<file path="config.mk">
export PLATFORM = sky130hd
export DESIGN_NAME = dogzfm_top
export DESIGN_NICKNAME = d
export VERILOG_FILES = /design/src/dogzfm_pkg.sv /design/src/dogzfm_route_if.sv /design/src/dogzfm_run_counter.sv /design/src/dogzfm_router.sv /design/src/dogzfm_top.sv
export SDC_FILE = /design/constraint.sdc
export NUM_CORES = 1
export LEC_CHECK = 0
export ABC_AREA = 1
export BUFFER_PORTS_ARGS = -buffer_cell sky130_fd_sc_hd__buf_2
export CORE_ASPECT_RATIO = 0.75
export CORE_UTILIZATION = 45
export CTS_BUF_LIST = sky130_fd_sc_hd__clkbuf_16
export DETAILED_ROUTE_END_ITERATION = 8
export PLACE_DENSITY = 0.69
export REMOVE_ABC_BUFFERS = 1
export SLEW_MARGIN = 20
export SYNTH_ARGS = -nofsm -noshare
export SYNTH_HDL_FRONTEND = slang
export SYNTH_SLANG_ARGS = --single-unit
</file>
<file path="constraint.sdc">
create_clock -name clock -period 2.1 [get_ports clock]
set_input_delay 0.21 -clock clock [delete_from_list [all_inputs] [get_ports clock]]
set_output_delay 0.21 -clock clock [all_outputs]
set_load 0.01 [all_outputs]
</file>
<file path="src/dogzfm_pkg.sv">
/*
  Shared constants for the converter output control block: status register map,
  gain level encodings, run thresholds and the run-bit release delay.
  Assumes every user imports the whole package.
*/
package dogzfm_pkg;

  localparam logic [7:0] FULLSCALE_STATUS_OFFSET = 8'h06;
  localparam int         FS_LEFT_BIT             = 0;
  localparam int         FS_RIGHT_BIT            = 1;
  localparam logic [7:0] FULLSCALE_STATUS_RESET  = 8'h00;
  localparam logic [7:0] UNMAPPED_READ_VALUE     = 8'h00;

  localparam logic [1:0] GAIN_NOMINAL = 2'h0;
  localparam logic [1:0] GAIN_HIGH    = 2'h1;
  localparam logic [1:0] GAIN_REDUCED = 2'h2;

  localparam logic [2:0] GC_NOMINAL_A = 3'h0;
  localparam logic [2:0] GC_NOMINAL_B = 3'h1;
  localparam logic [2:0] GC_HIGH_A    = 3'h4;
  localparam logic [2:0] GC_HIGH_B    = 3'h5;

  localparam int ZERO_RUN_FRAMES    = 8192;
  localparam int FULLSCALE_RUN_BITS = 2048;
  localparam int RUN_RELEASE_FRAMES = 4;

  localparam logic [2:0] TRANSITION_TIME_RESET = 3'h0;

  typedef enum logic [0:0] {
    FS_NORMAL,
    FS_MUTED
  } dogzfm_fs_state_t;

endpackage

</file>
<file path="src/dogzfm_route_if.sv">
/*
  Carrier between the top and the channel router: inputs, selects, outputs.
  Assumes the top drives the user side and the router the router side.
*/
`timescale 1ns/100ps
interface dogzfm_route_if #(parameter int W = 32);
  logic signed [W-1:0] in_l;
  logic signed [W-1:0] in_r;
  logic signed [W-1:0] out_l;
  logic signed [W-1:0] out_r;
  logic                swap;
  logic                mono;
  logic                inv_l;
  logic                inv_r;
  modport router (input in_l, in_r, swap, mono, inv_l, inv_r, output out_l, out_r);
  modport user   (output in_l, in_r, swap, mono, inv_l, inv_r, input out_l, out_r);
endinterface

</file>
<file path="src/dogzfm_run_counter.sv">
/*
  Run-length detector: counts qualifying ticks while a condition holds,
  restarts on a break, flags once the run reaches the threshold.
  Assumes tick is a one-cycle enable in the single clock domain.
*/
`timescale 1ns/100ps
module dogzfm_run_counter
  import dogzfm_pkg::*;
#(
  parameter int THRESHOLD = 2048,
  parameter int CW        = $clog2(THRESHOLD + 1)
)
(
  input  wire logic clock,
  input  wire logic reset,
  input  wire logic tick,
  input  wire logic hold,
  output logic      hit
);

  logic [CW-1:0] count_reg;
  logic [CW-1:0] count_next;

  localparam logic [CW-1:0] LIMIT = CW'(THRESHOLD);

  always_comb
  begin
    count_next = count_reg;
    if (tick)
    begin
      if (!hold)
        count_next = '0;
      else if (count_reg != LIMIT)
        count_next = count_reg + CW'(1);
    end
  end

  always_ff @(posedge clock)
  begin
    if (reset)
      count_reg <= '0;
    else
      count_reg <= count_next;
  end

  assign hit = (count_reg == LIMIT);

endmodule

</file>
<file path="src/dogzfm_router.sv">
/*
  Channel router for sample words: swap, mono duplication, sign inversion.
  Assumes pin-control straight routing is applied by the caller through the selects.
*/
`timescale 1ns/100ps
module dogzfm_router
  import dogzfm_pkg::*;
#(
  parameter int W = 32
)
(
  dogzfm_route_if.router rt
);

  localparam logic signed [W-1:0] MOST_NEG = {1'b1, {(W-1){1'b0}}};
  localparam logic signed [W-1:0] MOST_POS = {1'b0, {(W-1){1'b1}}};

  logic signed [W-1:0] sel_l;
  logic signed [W-1:0] sel_r;

  // Saturating negate, the most negative code has no positive twin
  function automatic logic signed [W-1:0] negate(input logic signed [W-1:0] v);
    negate = (v == MOST_NEG) ? MOST_POS : -v;
  endfunction

  always_comb
  begin
    if (rt.mono)
    begin
      sel_l = rt.swap ? rt.in_r : rt.in_l;
      sel_r = sel_l;
    end
    else
    begin
      sel_l = rt.swap ? rt.in_r : rt.in_l;
      sel_r = rt.swap ? rt.in_l : rt.in_r;
    end
    rt.out_l = rt.inv_l ? negate(sel_l) : sel_l;
    rt.out_r = rt.inv_r ? negate(sel_r) : sel_r;
  end

endmodule

</file>
<file path="src/dogzfm_top.sv">
/*
  Output-side control of a two-channel converter: gain decode, zero flags,
  channel routing and inversion, one-bit stream full-scale detection and mute.
  Assumes sample_tick marks one frame-clock period and stream_tick one stream
  bit, both one-cycle pulses synchronous to clock; reset follows power-down.
*/
`timescale 1ns/100ps
// Notes on behaviour
// - Three-bit gain code picks nominal, high or reduced output level.
// - Pin control: gain pin picks nominal or high, sample mode only.
// - Each channel flags zero after 8192 consecutive zero frames.
// - Polarity bit 0 drives detection high, 1 drives it low.
// - Normal polarity flag clears at once on any nonzero sample.
// - After run bit set, flags release one clock after the fourth sample tick, within 3 to 4 sample periods.
// - Combined bit asserts both flags only when both channels are zero.
// - Detect enable 0 disables detection, flags held inactive.
// - Stream bypass path also disables detection, flags inactive.
// - Register control: swap exchanges channels, mono duplicates one input.
// - Register control: per-channel invert bits negate outputs after selection.
// - Pin control: straight routing, right invert pin negates right only.
// - Stream mode: 2048 repeats of the previous bit (2049 equal bits) set channel full-scale flag, read at 06H.
// - Mute enable 1: detection mutes, soft or rapid per bypass select.
// - Transition time and bypass select govern both mute and return.
// - Mute enable 0: full-scale detection never mutes.
// - Recovery mode 0: mute leaves automatically on normal signal.
// - Recovery mode 1, request 0: stays muted despite normal signal.
// - Recovery mode 1: unmute on normal signal and request, request self-clears.
// - Run bit 1 moves the device from reset hold into operation; here it only ends the hold of both zero flags active.
module dogzfm_top
  import dogzfm_pkg::*;
#(
  parameter int W                = 32,
  parameter int ZERO_FRAMES      = ZERO_RUN_FRAMES,
  parameter int FULLSCALE_BITS   = FULLSCALE_RUN_BITS,
  parameter int RELEASE_FRAMES   = RUN_RELEASE_FRAMES
)
(
  input  wire logic          clock,
  input  wire logic          reset,
  input  wire logic          soft_run,
  input  wire logic          pin_control,
  input  wire logic          stream_mode,
  input  wire logic          stream_bypass_select,
  input  wire logic [2:0]    gain_code,
  input  wire logic          gain_pin,
  input  wire logic          zero_flag_polarity,
  input  wire logic          zero_flag_combined,
  input  wire logic          zero_detect_enable,
  input  wire logic          channel_swap,
  input  wire logic          mono,
  input  wire logic          left_invert,
  input  wire logic          right_invert,
  input  wire logic          right_invert_pin,
  input  wire logic          fullscale_mute_enable,
  input  wire logic          fullscale_recovery_mode,
  input  wire logic          recovery_request_write,
  input  wire logic          recovery_request_wdata,
  input  wire logic [2:0]    transition_time_sel,
  input  wire logic          sample_tick,
  input  wire logic [W-1:0]  left_sample,
  input  wire logic [W-1:0]  right_sample,
  input  wire logic          stream_tick,
  input  wire logic          left_bit,
  input  wire logic          right_bit,
  input  wire logic [7:0]    reg_addr,
  output logic [7:0]         reg_rdata,
  output logic [1:0]         gain_level,
  output logic               left_zero_flag,
  output logic               right_zero_flag,
  output logic [W-1:0]       left_out,
  output logic [W-1:0]       right_out,
  output logic               sample_out_valid,
  output logic               left_bit_out,
  output logic               right_bit_out,
  output logic               stream_out_valid,
  output logic               fullscale_mute,
  output logic               fullscale_mute_rapid,
  output logic [2:0]         mute_transition_sel,
  output logic               fullscale_recovery_request
);

  localparam int RCW = $clog2(RELEASE_FRAMES + 1);
  localparam logic [RCW-1:0] RELEASE_LIMIT = RCW'(RELEASE_FRAMES);

  // Route carrier and router
  dogzfm_route_if #(.W(W)) route ();

  logic sel_swap;
  logic sel_mono;
  logic sel_inv_l;
  logic sel_inv_r;

  always_comb
  begin
    if (pin_control)
    begin
      sel_swap  = 1'b0;
      sel_mono  = 1'b0;
      sel_inv_l = 1'b0;
      sel_inv_r = right_invert_pin;
    end
    else
    begin
      sel_swap  = channel_swap;
      sel_mono  = mono;
      sel_inv_l = left_invert;
      sel_inv_r = right_invert;
    end
  end

  assign route.in_l  = left_sample;
  assign route.in_r  = right_sample;
  assign route.swap  = sel_swap;
  assign route.mono  = sel_mono;
  assign route.inv_l = sel_inv_l;
  assign route.inv_r = sel_inv_r;

  dogzfm_router #(.W(W)) u_router (
    .rt (route.router)
  );

  // Stream bits follow the same selection; inversion is a bit flip
  logic sbit_l;
  logic sbit_r;

  always_comb
  begin
    sbit_l = sel_swap ? right_bit : left_bit;
    sbit_r = sel_mono ? sbit_l : (sel_swap ? left_bit : right_bit);
    sbit_l = sbit_l ^ sel_inv_l;
    sbit_r = sbit_r ^ sel_inv_r;
  end

  // Zero detection run counters
  logic zero_hit_l;
  logic zero_hit_r;

  dogzfm_run_counter #(.THRESHOLD(ZERO_FRAMES)) u_zero_l (
    .clock (clock),
    .reset (reset),
    .tick  (sample_tick),
    .hold  (left_sample == '0),
    .hit   (zero_hit_l)
  );

  dogzfm_run_counter #(.THRESHOLD(ZERO_FRAMES)) u_zero_r (
    .clock (clock),
    .reset (reset),
    .tick  (sample_tick),
    .hold  (right_sample == '0),
    .hit   (zero_hit_r)
  );

  // Full-scale run counters, run is a repeat of the previous bit
  logic prev_bit_l_reg;
  logic prev_bit_l_next;
  logic prev_bit_r_reg;
  logic prev_bit_r_next;
  logic fs_hit_l;
  logic fs_hit_r;
  logic fs_tick;

  assign fs_tick = stream_tick & stream_mode;

  dogzfm_run_counter #(.THRESHOLD(FULLSCALE_BITS)) u_fs_l (
    .clock (clock),
    .reset (reset | ~stream_mode),
    .tick  (fs_tick),
    .hold  (left_bit == prev_bit_l_reg),
    .hit   (fs_hit_l)
  );

  dogzfm_run_counter #(.THRESHOLD(FULLSCALE_BITS)) u_fs_r (
    .clock (clock),
    .reset (reset | ~stream_mode),
    .tick  (fs_tick),
    .hold  (right_bit == prev_bit_r_reg),
    .hit   (fs_hit_r)
  );

  always_comb
  begin
    prev_bit_l_next = prev_bit_l_reg;
    prev_bit_r_next = prev_bit_r_reg;
    if (fs_tick)
    begin
      prev_bit_l_next = left_bit;
      prev_bit_r_next = right_bit;
    end
  end

  always_ff @(posedge clock)
  begin
    if (reset)
    begin
      prev_bit_l_reg <= 1'b0;
      prev_bit_r_reg <= 1'b0;
    end
    else
    begin
      prev_bit_l_reg <= prev_bit_l_next;
      prev_bit_r_reg <= prev_bit_r_next;
    end
  end

  // Run bit release: flags stay asserted a few frames after run goes high
  logic [RCW-1:0] release_reg;
  logic [RCW-1:0] release_next;
  logic           running;

  always_comb
  begin
    release_next = release_reg;
    if (!soft_run)
      release_next = '0;
    else if (sample_tick && release_reg != RELEASE_LIMIT)
      release_next = release_reg + RCW'(1);
  end

  assign running = soft_run && (release_reg == RELEASE_LIMIT);

  // Zero flag computation
  logic detect_off;
  logic det_l;
  logic det_r;
  logic zl_next;
  logic zr_next;

  always_comb
  begin
    detect_off = !zero_detect_enable || (stream_mode && stream_bypass_select);
    if (zero_flag_combined)
    begin
      det_l = zero_hit_l & zero_hit_r;
      det_r = det_l;
    end
    else
    begin
      det_l = zero_hit_l;
      det_r = zero_hit_r;
    end
    // A nonzero sample breaks the run in the same cycle it arrives
    if (sample_tick && left_sample != '0)
      det_l = 1'b0;
    if (sample_tick && right_sample != '0)
      det_r = 1'b0;
    if (sample_tick && zero_flag_combined && (left_sample != '0 || right_sample != '0))
    begin
      det_l = 1'b0;
      det_r = 1'b0;
    end
    if (detect_off)
    begin
      det_l = 1'b0;
      det_r = 1'b0;
    end
    else if (!running)
    begin
      det_l = 1'b1;
      det_r = 1'b1;
    end
    zl_next = det_l ^ zero_flag_polarity;
    zr_next = det_r ^ zero_flag_polarity;
  end

  // Gain decode
  logic [1:0] gain_next;

  always_comb
  begin
    if (pin_control && !stream_mode)
      gain_next = gain_pin ? GAIN_HIGH : GAIN_NOMINAL;
    else if (stream_mode && stream_bypass_select)
      gain_next = GAIN_REDUCED;
    else if (stream_mode)
    begin
      case (gain_code)
        GC_NOMINAL_A: gain_next = GAIN_NOMINAL;
        GC_HIGH_A:    gain_next = GAIN_HIGH;
        default:      gain_next = GAIN_REDUCED;
      endcase
    end
    else
    begin
      case (gain_code)
        GC_NOMINAL_A, GC_NOMINAL_B: gain_next = GAIN_NOMINAL;
        GC_HIGH_A, GC_HIGH_B:       gain_next = GAIN_HIGH;
        default:                    gain_next = GAIN_REDUCED;
      endcase
    end
  end

  // Full-scale mute state machine
  dogzfm_fs_state_t fs_state_reg;
  dogzfm_fs_state_t fs_state_next;
  logic             req_reg;
  logic             req_next;
  logic             fs_any;
  logic             fs_normal_sig;
  logic             rapid_next;

  assign fs_any        = stream_mode && (fs_hit_l || fs_hit_r);
  assign fs_normal_sig = !fs_any;

  always_comb
  begin
    fs_state_next = fs_state_reg;
    req_next      = req_reg;
    rapid_next    = stream_bypass_select;
    case (fs_state_reg)
      FS_NORMAL:
      begin
        if (fullscale_mute_enable && fs_any)
          fs_state_next = FS_MUTED;
      end
      FS_MUTED:
      begin
        if (!fullscale_mute_enable)
          fs_state_next = FS_NORMAL;
        else if (fs_normal_sig && !fullscale_recovery_mode)
          fs_state_next = FS_NORMAL;
        else if (fs_normal_sig && req_reg)
        begin
          fs_state_next = FS_NORMAL;
          req_next      = 1'b0;
        end
        else
          fs_state_next = FS_MUTED;
      end
      default:
        fs_state_next = FS_NORMAL;
    endcase
    // Software write wins over the self-clear
    if (recovery_request_write)
      req_next = recovery_request_wdata;
  end

  // Status register read
  logic [7:0] rdata_next;

  always_comb
  begin
    rdata_next = UNMAPPED_READ_VALUE;
    if (reg_addr == FULLSCALE_STATUS_OFFSET)
    begin
      rdata_next               = FULLSCALE_STATUS_RESET;
      rdata_next[FS_LEFT_BIT]  = fs_hit_l;
      rdata_next[FS_RIGHT_BIT] = fs_hit_r;
    end
  end

  always_ff @(posedge clock)
  begin
    if (reset)
    begin
      release_reg                <= '0;
      fs_state_reg               <= FS_NORMAL;
      req_reg                    <= 1'b0;
      reg_rdata                  <= FULLSCALE_STATUS_RESET;
      gain_level                 <= GAIN_NOMINAL;
      left_zero_flag             <= 1'b0;
      right_zero_flag            <= 1'b0;
      left_out                   <= '0;
      right_out                  <= '0;
      sample_out_valid           <= 1'b0;
      left_bit_out               <= 1'b0;
      right_bit_out              <= 1'b0;
      stream_out_valid           <= 1'b0;
      fullscale_mute             <= 1'b0;
      fullscale_mute_rapid       <= 1'b0;
      mute_transition_sel        <= TRANSITION_TIME_RESET;
      fullscale_recovery_request <= 1'b0;
    end
    else
    begin
      release_reg                <= release_next;
      fs_state_reg               <= fs_state_next;
      req_reg                    <= req_next;
      reg_rdata                  <= rdata_next;
      gain_level                 <= gain_next;
      left_zero_flag             <= zl_next;
      right_zero_flag            <= zr_next;
      sample_out_valid           <= sample_tick;
      stream_out_valid           <= fs_tick;
      if (sample_tick)
      begin
        left_out  <= route.out_l;
        right_out <= route.out_r;
      end
      if (fs_tick)
      begin
        left_bit_out  <= sbit_l;
        right_bit_out <= sbit_r;
      end
      fullscale_mute             <= (fs_state_next == FS_MUTED);
      fullscale_mute_rapid       <= rapid_next;
      mute_transition_sel        <= transition_time_sel;
      fullscale_recovery_request <= req_next;
    end
  end

endmodule

</file>
==> results.py, run 1 <==
metrics = {
    "setup_path": {
        "path_cells": "buf_2, nand2_2, clkbuf_16, o21ai_0, nand3_1, inv_1, nand2_1, nor2_1, buf_4, nand2_1, o21ai_1, xnor2_1, a21oi_1",
        "reg2reg_slack_ns": 0.26,
        "r2r_end": "u_fs_l.count_reg[9]",
        "r2r_cells": 11,
        "cp_common_cell": "nand2_1",
        "crit_family": "simple AND/OR/NAND/NOR gates",
        "critical_path_required_ns": 2.42,
        "end_kind": "register",
        "crit_fanout": 31,
        "cp.arrival_ns": 2.26,
        "cpPeakStageDelay_ns": 0.24,
        "critPathBufInv": 4,
        "start_kind": "input port",
        "worstSetupPathType": "input port to register",
        "reg2reg_from": "u_fs_l.count_reg[0]",
        "cp_slowest_cell": "nor2_1",
    },
    "timing": {
        "tightest_slew_ns": 0.5271,
        "hold_violations": 0,
        "setup_viol": 0,
        "maxSlewViolCount": 0,
        "min_period_ns": 1.941,
        "clock.fmax_mhz": 515.2,
        "period_share_pct": 92.43,
        "max_slew_margin_pct": 64.59,
        "skew_ns": 0.006257,
    },
    "layout": {
        "largestRegisters": "left_out: 32 flops, right_out: 32 flops",
        "n_antenna_cell": 0,
        "nNetsFinal": 1988,
        "final_core_util_pct": 61.16,
        "layout-drive-gt1-share_pct": 23.24,
        "fill_cells": 1997,
        "stdcell_count": 2171,
        "area_delta_synth_final_pct": 31.74,
    },
    "grt": {
        "grt_pass1_vias": 10140,
        "overflow": 0,
        "grt_max_degree": 64,
        "track_usage_pct": 29.72,
        "antenna_found_initial": 0,
        "grt_pass1_wl_um": 50980,
    },
    "clock_network": {
        "htreeDepth": 4,
        "cts_tree": "done",
        "cts_buffers": 17,
        "cts.sinks": 137,
        "cts_root_buffer": "clkbuf_16",
        "clock_path_buffers": 2,
        "cts.clk_slew.worst_paths_ns": 0.06,
        "postCtsSetupBuffers": 0,
        "clk_latency_ns": 0.43,
    },
    "die": {
        "die_area_um2": 21680,
        "dieHeight_um": 127.8,
        "start_util_pct": 46.43,
        "ios": 187,
        "fp.coreArea_um2": 20440,
        "die_x_um": 169.7,
        "rows": 45,
    },
    "pwr": {
        "p_total_mw": 7.625,
        "vdd_ir_drop_max_mv": 0.5156,
        "powerDensity_nw_per_um2": 609.9,
        "power.leakage_nw": 6.080,
    },
    "drt": {
        "postRouteAntennaNets": 0,
        "drt-pass1-iter-count": 6,
        "first_iter_violations": 1180,
        "drc": 0,
        "via_per_inst": 5.236,
        "wl_met3_um": 2723,
        "wirelength_um": 32150,
        "vias": 11370,
        "m1WireLength_um": 15610,
        "routed-wl-met2_um": 13380,
        "top_layer_used": "met4",
        "wire_per_inst_um": 14.81,
    },
    "yosys": {
        "async_reset_ff_share_pct": 0,
        "synthTopCellsByArea": "dfxtp_1 29%, nand2_1 15%, inv_1 8.3%",
        "syn_inst": 1549,
        "avgSynthCellArea_um2": 6.126,
        "synth.most_common_cell": "nand2_1",
        "synthesis.area_um2": 9489,
        "yosys_warnings": 0,
        "netlist.area_leader.share_pct": 28.90,
        "synth_enable_flop_cells": 0,
        "ys_types": 43,
        "synth-seq-area-share_pct": 28.90,
        "ys_ff_latch": 137,
        "synth_top_flop_cell": "dfxtp_1",
        "netlist_top_cells_count": "388 x nand2_1, 210 x inv_1, 156 x nor2_1, 137 x dfxtp_1, 100 x nand3_1",
        "synth_top_cell_by_area": "dfxtp_1",
    },
    "worst_hold_path": {
        "hold_path_depth": 3,
        "hold_class": "input port to register",
        "hold_start": "recovery_request_write",
        "min_delay_worst_endpoint": "req_reg",
    },
    "placement": {
        "dp_cells": 2134,
        "dp_hpwl_um": 25210,
        "port_buffers": 180,
        "gp_congestion": 1.004,
    },
    "status": {
        "outcome": "finished clean",
    },
    "job": {
        "drv_cap": 0,
    },
}
## routing by layer
layer | up-vias | global-route usage, %
met5 | - | 0
met4 | 0 | 7.737
met3 | 34 | 5.310
met2 | 469 | 44.36
met1 | 5125 | 43.60
li1 | 5739 | -
## stage by stage
step / worst slack [ns] / area, um^2 / hold slack [ns] / TNS [ns]
global placement: -0.2117 / 11810 / 0.4108 / -7.295
detailed placement: -0.2462 / 11810 / 0.4175 / -10.77
floorplan: -1.172 / 9148 / 0.2791 / -49.56
CTS: 0.1856 / 12440 / 0.01601 / 0
finish: 0.1589 / 12500 / 0.03234 / 0
global route: -0.002231 / 12500 / 0.03820 / -0.002231
## area by class of cell
cell class                      count  area, um^2  area share [%]
Multi-Input combinational cell   1137        5610           44.88
Clock inverter                     15       166.4           1.331
Timing Repair Buffer              364        2376           19.01
Inverter                          219       827.0           6.616
Tap cell                          282       352.8           2.823
Clock buffer                       17       425.4           3.403
Sequential cell                   137        2743           21.94
## cell usage in the layout (no fill, tap or decap), drive strengths merged, types with 3 or more instances in the layout
master,n
clkinvlp,3
o21a,3
clkbuf,18
ha,11
a211oi,7
conb,6
nor2,164
o31ai,3
o211ai,14
nor4,22
nand4,55
nand2,396
nand3,103
dfxtp,137
o21ai,144
inv,222
xnor2,9
nand3b,6
clkinv,7
dlygate4sd3,4
buf,359
xor2,37
nor3,43
or2,4
a31oi,21
a21oi,85
## cells by family after synthesis
kind of cell    after synthesis  share of synthesized area [%]
compound gates              280                          16.22
other cells                   1                        0.03952
xor+xnor                     46                          4.246
fa+ha+maj                    11                          1.450
flops                       137                          28.90
simple gates                794                          36.66
buf+inv                     280                          12.49
## report_power, final
| part | switching, mW | internal [mW] | total, mW | leakage [nW] |
|---|---|---|---|---|
| Clock | 1.28 | 1.77 | 3.05 | 0.282 |
| Sequential | 0.0705 | 2.73 | 2.80 | 1.12 |
| Combinational | 1.03 | 0.749 | 1.78 | 4.67 |
## how the worst max path moves through the flow
stage | from | to | slack, ns | cells past startpoint
6_report | channel_swap | left_out[18] | 0.16 | 13
5_1_grt | pin_control | right_out[25] | -0.002 | 17
4_1_cts | pin_control | right_out[25] | 0.19 | 17
3_5_place_dp | pin_control | right_out[25] | -0.25 | 17
3_3_place_gp | pin_control | right_out[25] | -0.21 | 17
2_1_floorplan | right_invert | right_out[5] | -1.17 | 8
## repair_timing
action | CTS | global route
hold buffers | 4 | 0
setup endpoints to repair | 0 | 23
gates resized for setup | 0 | 11
hold endpoints to repair | 4 | 0
## worst min-delay path, cell delays in order
cell and delay (ns):
buf_2 0.10, inv_1 0.05, a21oi_1 0.06
Note: power is estimated with default switching activity, not from simulation.
==> run 2, diff against run 1 <==
SETUP_SLACK_MARGIN = 0.3   (was unset)
==> run 2 against run 1 <==
- hold slack is essentially flat
- count of clock-buffer cells in the layout is the same
- critical path depth grew 3
- non-clock buffer count grew 30
- fmax grew 7.2%
- sequential cell count is the same
- design area grew 6.8%
- largest power group unchanged
- combinational power grew 12%
- power grew 3.0%
- setup slack gained 0.13 ns
==> results.py, run 2 (synthesis gave the netlist of run 1 again) <==
metrics = {
    "grt": {
        "antenna_found_initial": 0,
        "grt_pass1_wl_um": 51390,
        "grt_pass1_vias": 10210,
        "overflow": 0,
        "track_usage_pct": 29.94,
        "grt_max_degree": 64,
    },
    "timing": {
        "rsz0062_at_grt": "true",
        "min_period_ns": 1.811,
        "max_slew_margin_pct": 65.47,
        "whs_ns": 0.03252,
        "tightest_slew_ns": 0.5140,
        "hold_violations": 0,
        "setup_viol": 0,
        "skew_ns": 0.006836,
        "period_share_pct": 86.25,
        "clock.fmax_mhz": 552.1,
        "maxSlewViolCount": 0,
    },
    "die": {
        "die_area_um2": 21680,
        "fp.coreArea_um2": 20440,
        "start_util_pct": 46.43,
        "dieHeight_um": 127.8,
        "ios": 187,
        "die_x_um": 169.7,
        "rows": 45,
    },
    "layout": {
        "n_antenna_cell": 0,
        "final_cell_mix": "353 x nand2_1, 200 x inv_1, 188 x buf_4, 178 x buf_2, 134 x dfxtp_1",
        "layout-drive-gt1-share_pct": 29.72,
        "largestRegisters": "left_out: 32 flops, right_out: 32 flops",
        "nNetsFinal": 2020,
        "final_core_util_pct": 65.33,
        "layout_commonest_cell": "nand2_1",
        "area_delta_synth_final_pct": 40.70,
    },
    "setup_path": {
        "crit_fanout": 43,
        "start_kind": "input port",
        "critical_path_required_ns": 2.47,
        "reg2reg_from": "u_zero_r.count_reg[10]",
        "worstSetupPathType": "input port to register",
        "reg2reg_slack_ns": 0.36,
        "startpoint": "pin_control",
        "end_kind": "register",
        "cp.arrival_ns": 2.18,
    },
    "placement": {
        "port_buffers": 180,
        "dp_hpwl_um": 25210,
        "gp_congestion": 1.004,
    },
    "clock_network": {
        "cts_tree": "done",
        "cts.clk_slew.worst_paths_ns": 0.06,
        "htreeDepth": 4,
        "clk_latency_ns": 0.43,
        "cts_root_buffer": "clkbuf_16",
        "cts.sinks": 137,
        "clock_path_buffers": 2,
        "cts_buffers": 17,
    },
    "drt": {
        "first_iter_violations": 1213,
        "postRouteAntennaNets": 0,
        "via_per_inst": 5.296,
        "wl_met3_um": 3019,
        "wirelength_um": 34250,
        "wire_per_inst_um": 15.55,
        "drc": 0,
        "drt-pass1-iter-count": 6,
        "m1WireLength_um": 16330,
        "top_layer_used": "met4",
        "routed-wl-met2_um": 14480,
        "vias": 11670,
    },
    "pwr": {
        "powerDensity_nw_per_um2": 588.4,
        "p_total_mw": 7.857,
        "vdd_ir_drop_max_mv": 0.5143,
        "power.leakage_nw": 6.366,
    },
    "job": {
        "drv_cap": 0,
    },
    "worst_hold_path": {
        "hold_start": "recovery_request_write",
        "hold_class": "input port to register",
    },
    "status": {
        "outcome": "finished clean",
    },
}
run 2: changes by cell type in the layout (fill, tap and decap cells not counted), sizes merged:
cell / delta
clkinv: +1
clkbuf: +1
buf: +29
inv: +1
run 2: what timing repair did:
action                                 4_1_cts  5_1_grt
endpoints found under the hold margin        4        0
setup buffers                                6       20
hold buffers                                 4        0
pin swaps                                    5       54
resized for setup                           22      152
setup endpoints to repair                   49      103
gates cloned                                 0        7
run 2: worst paths after layout:
path | depth (start not counted) | end
min reg2reg | 2 | u_zero_r.count_reg[13]
max reg2reg | 11 | u_zero_r.count_reg[8]
min | 3 | req_reg
max | 16 | right_out[16]
run 2: stage by stage:
step	std cells	worst slack, ns	TNS (ns)	area (um^2)
after floorplan	1493	-1.172	-49.56	9148
after global placement	2134	-0.2117	-7.295	11810
after detailed placement	2134	-0.2462	-10.77	11810
after CTS	2176	0.2843	0	12570
after global routing	2203	0.2007	0	13350
final	2203	0.2888	0	13350
run 2: area by class of cell:
| cell class | count | area (um^2) |
|---|---|---|
| fill | 1872 | 7087 |
| multi-input combinational | 1137 | 6081 |
| sequential | 137 | 2746 |
| timing repair buffer | 394 | 2713 |
| inverter | 219 | 847.1 |
| clock buffer | 17 | 425.4 |
| tap | 282 | 352.8 |
| clock inverter | 15 | 166.4 |
| timing repair inverter | 2 | 20.02 |
run 2: metal layers:
layer	track usage [%]	vias to the layer above
met5	0	-
met4	7.896	0
met3	5.032	40
met2	44.62	486
met1	44.13	5347
li1	-	5794
run 2: where the power goes:
| part | internal [mW] | switching, mW | total (mW) |
|---|---|---|---|
| sequential | 2.73 | 0.0706 | 2.80 |
| clock | 1.77 | 1.29 | 3.06 |
| combinational | 0.847 | 1.15 | 2.00 |
| total | 5.35 | 2.51 | 7.86 |
run 2: critical path, cell delays in order:
cell and delay (ns):
buf_8 0.11, inv_8 0.06, buf_8 0.11, nand3_4 0.12
buf_12 0.16, buf_12 0.16, o21ai_1 0.21, nand2_1 0.12
inv_1 0.06, nand2_1 0.06, nor2_2 0.15, nand3_2 0.11
nand2_4 0.15, buf_6 0.14, inv_8 0.06, a31oi_4 0.14
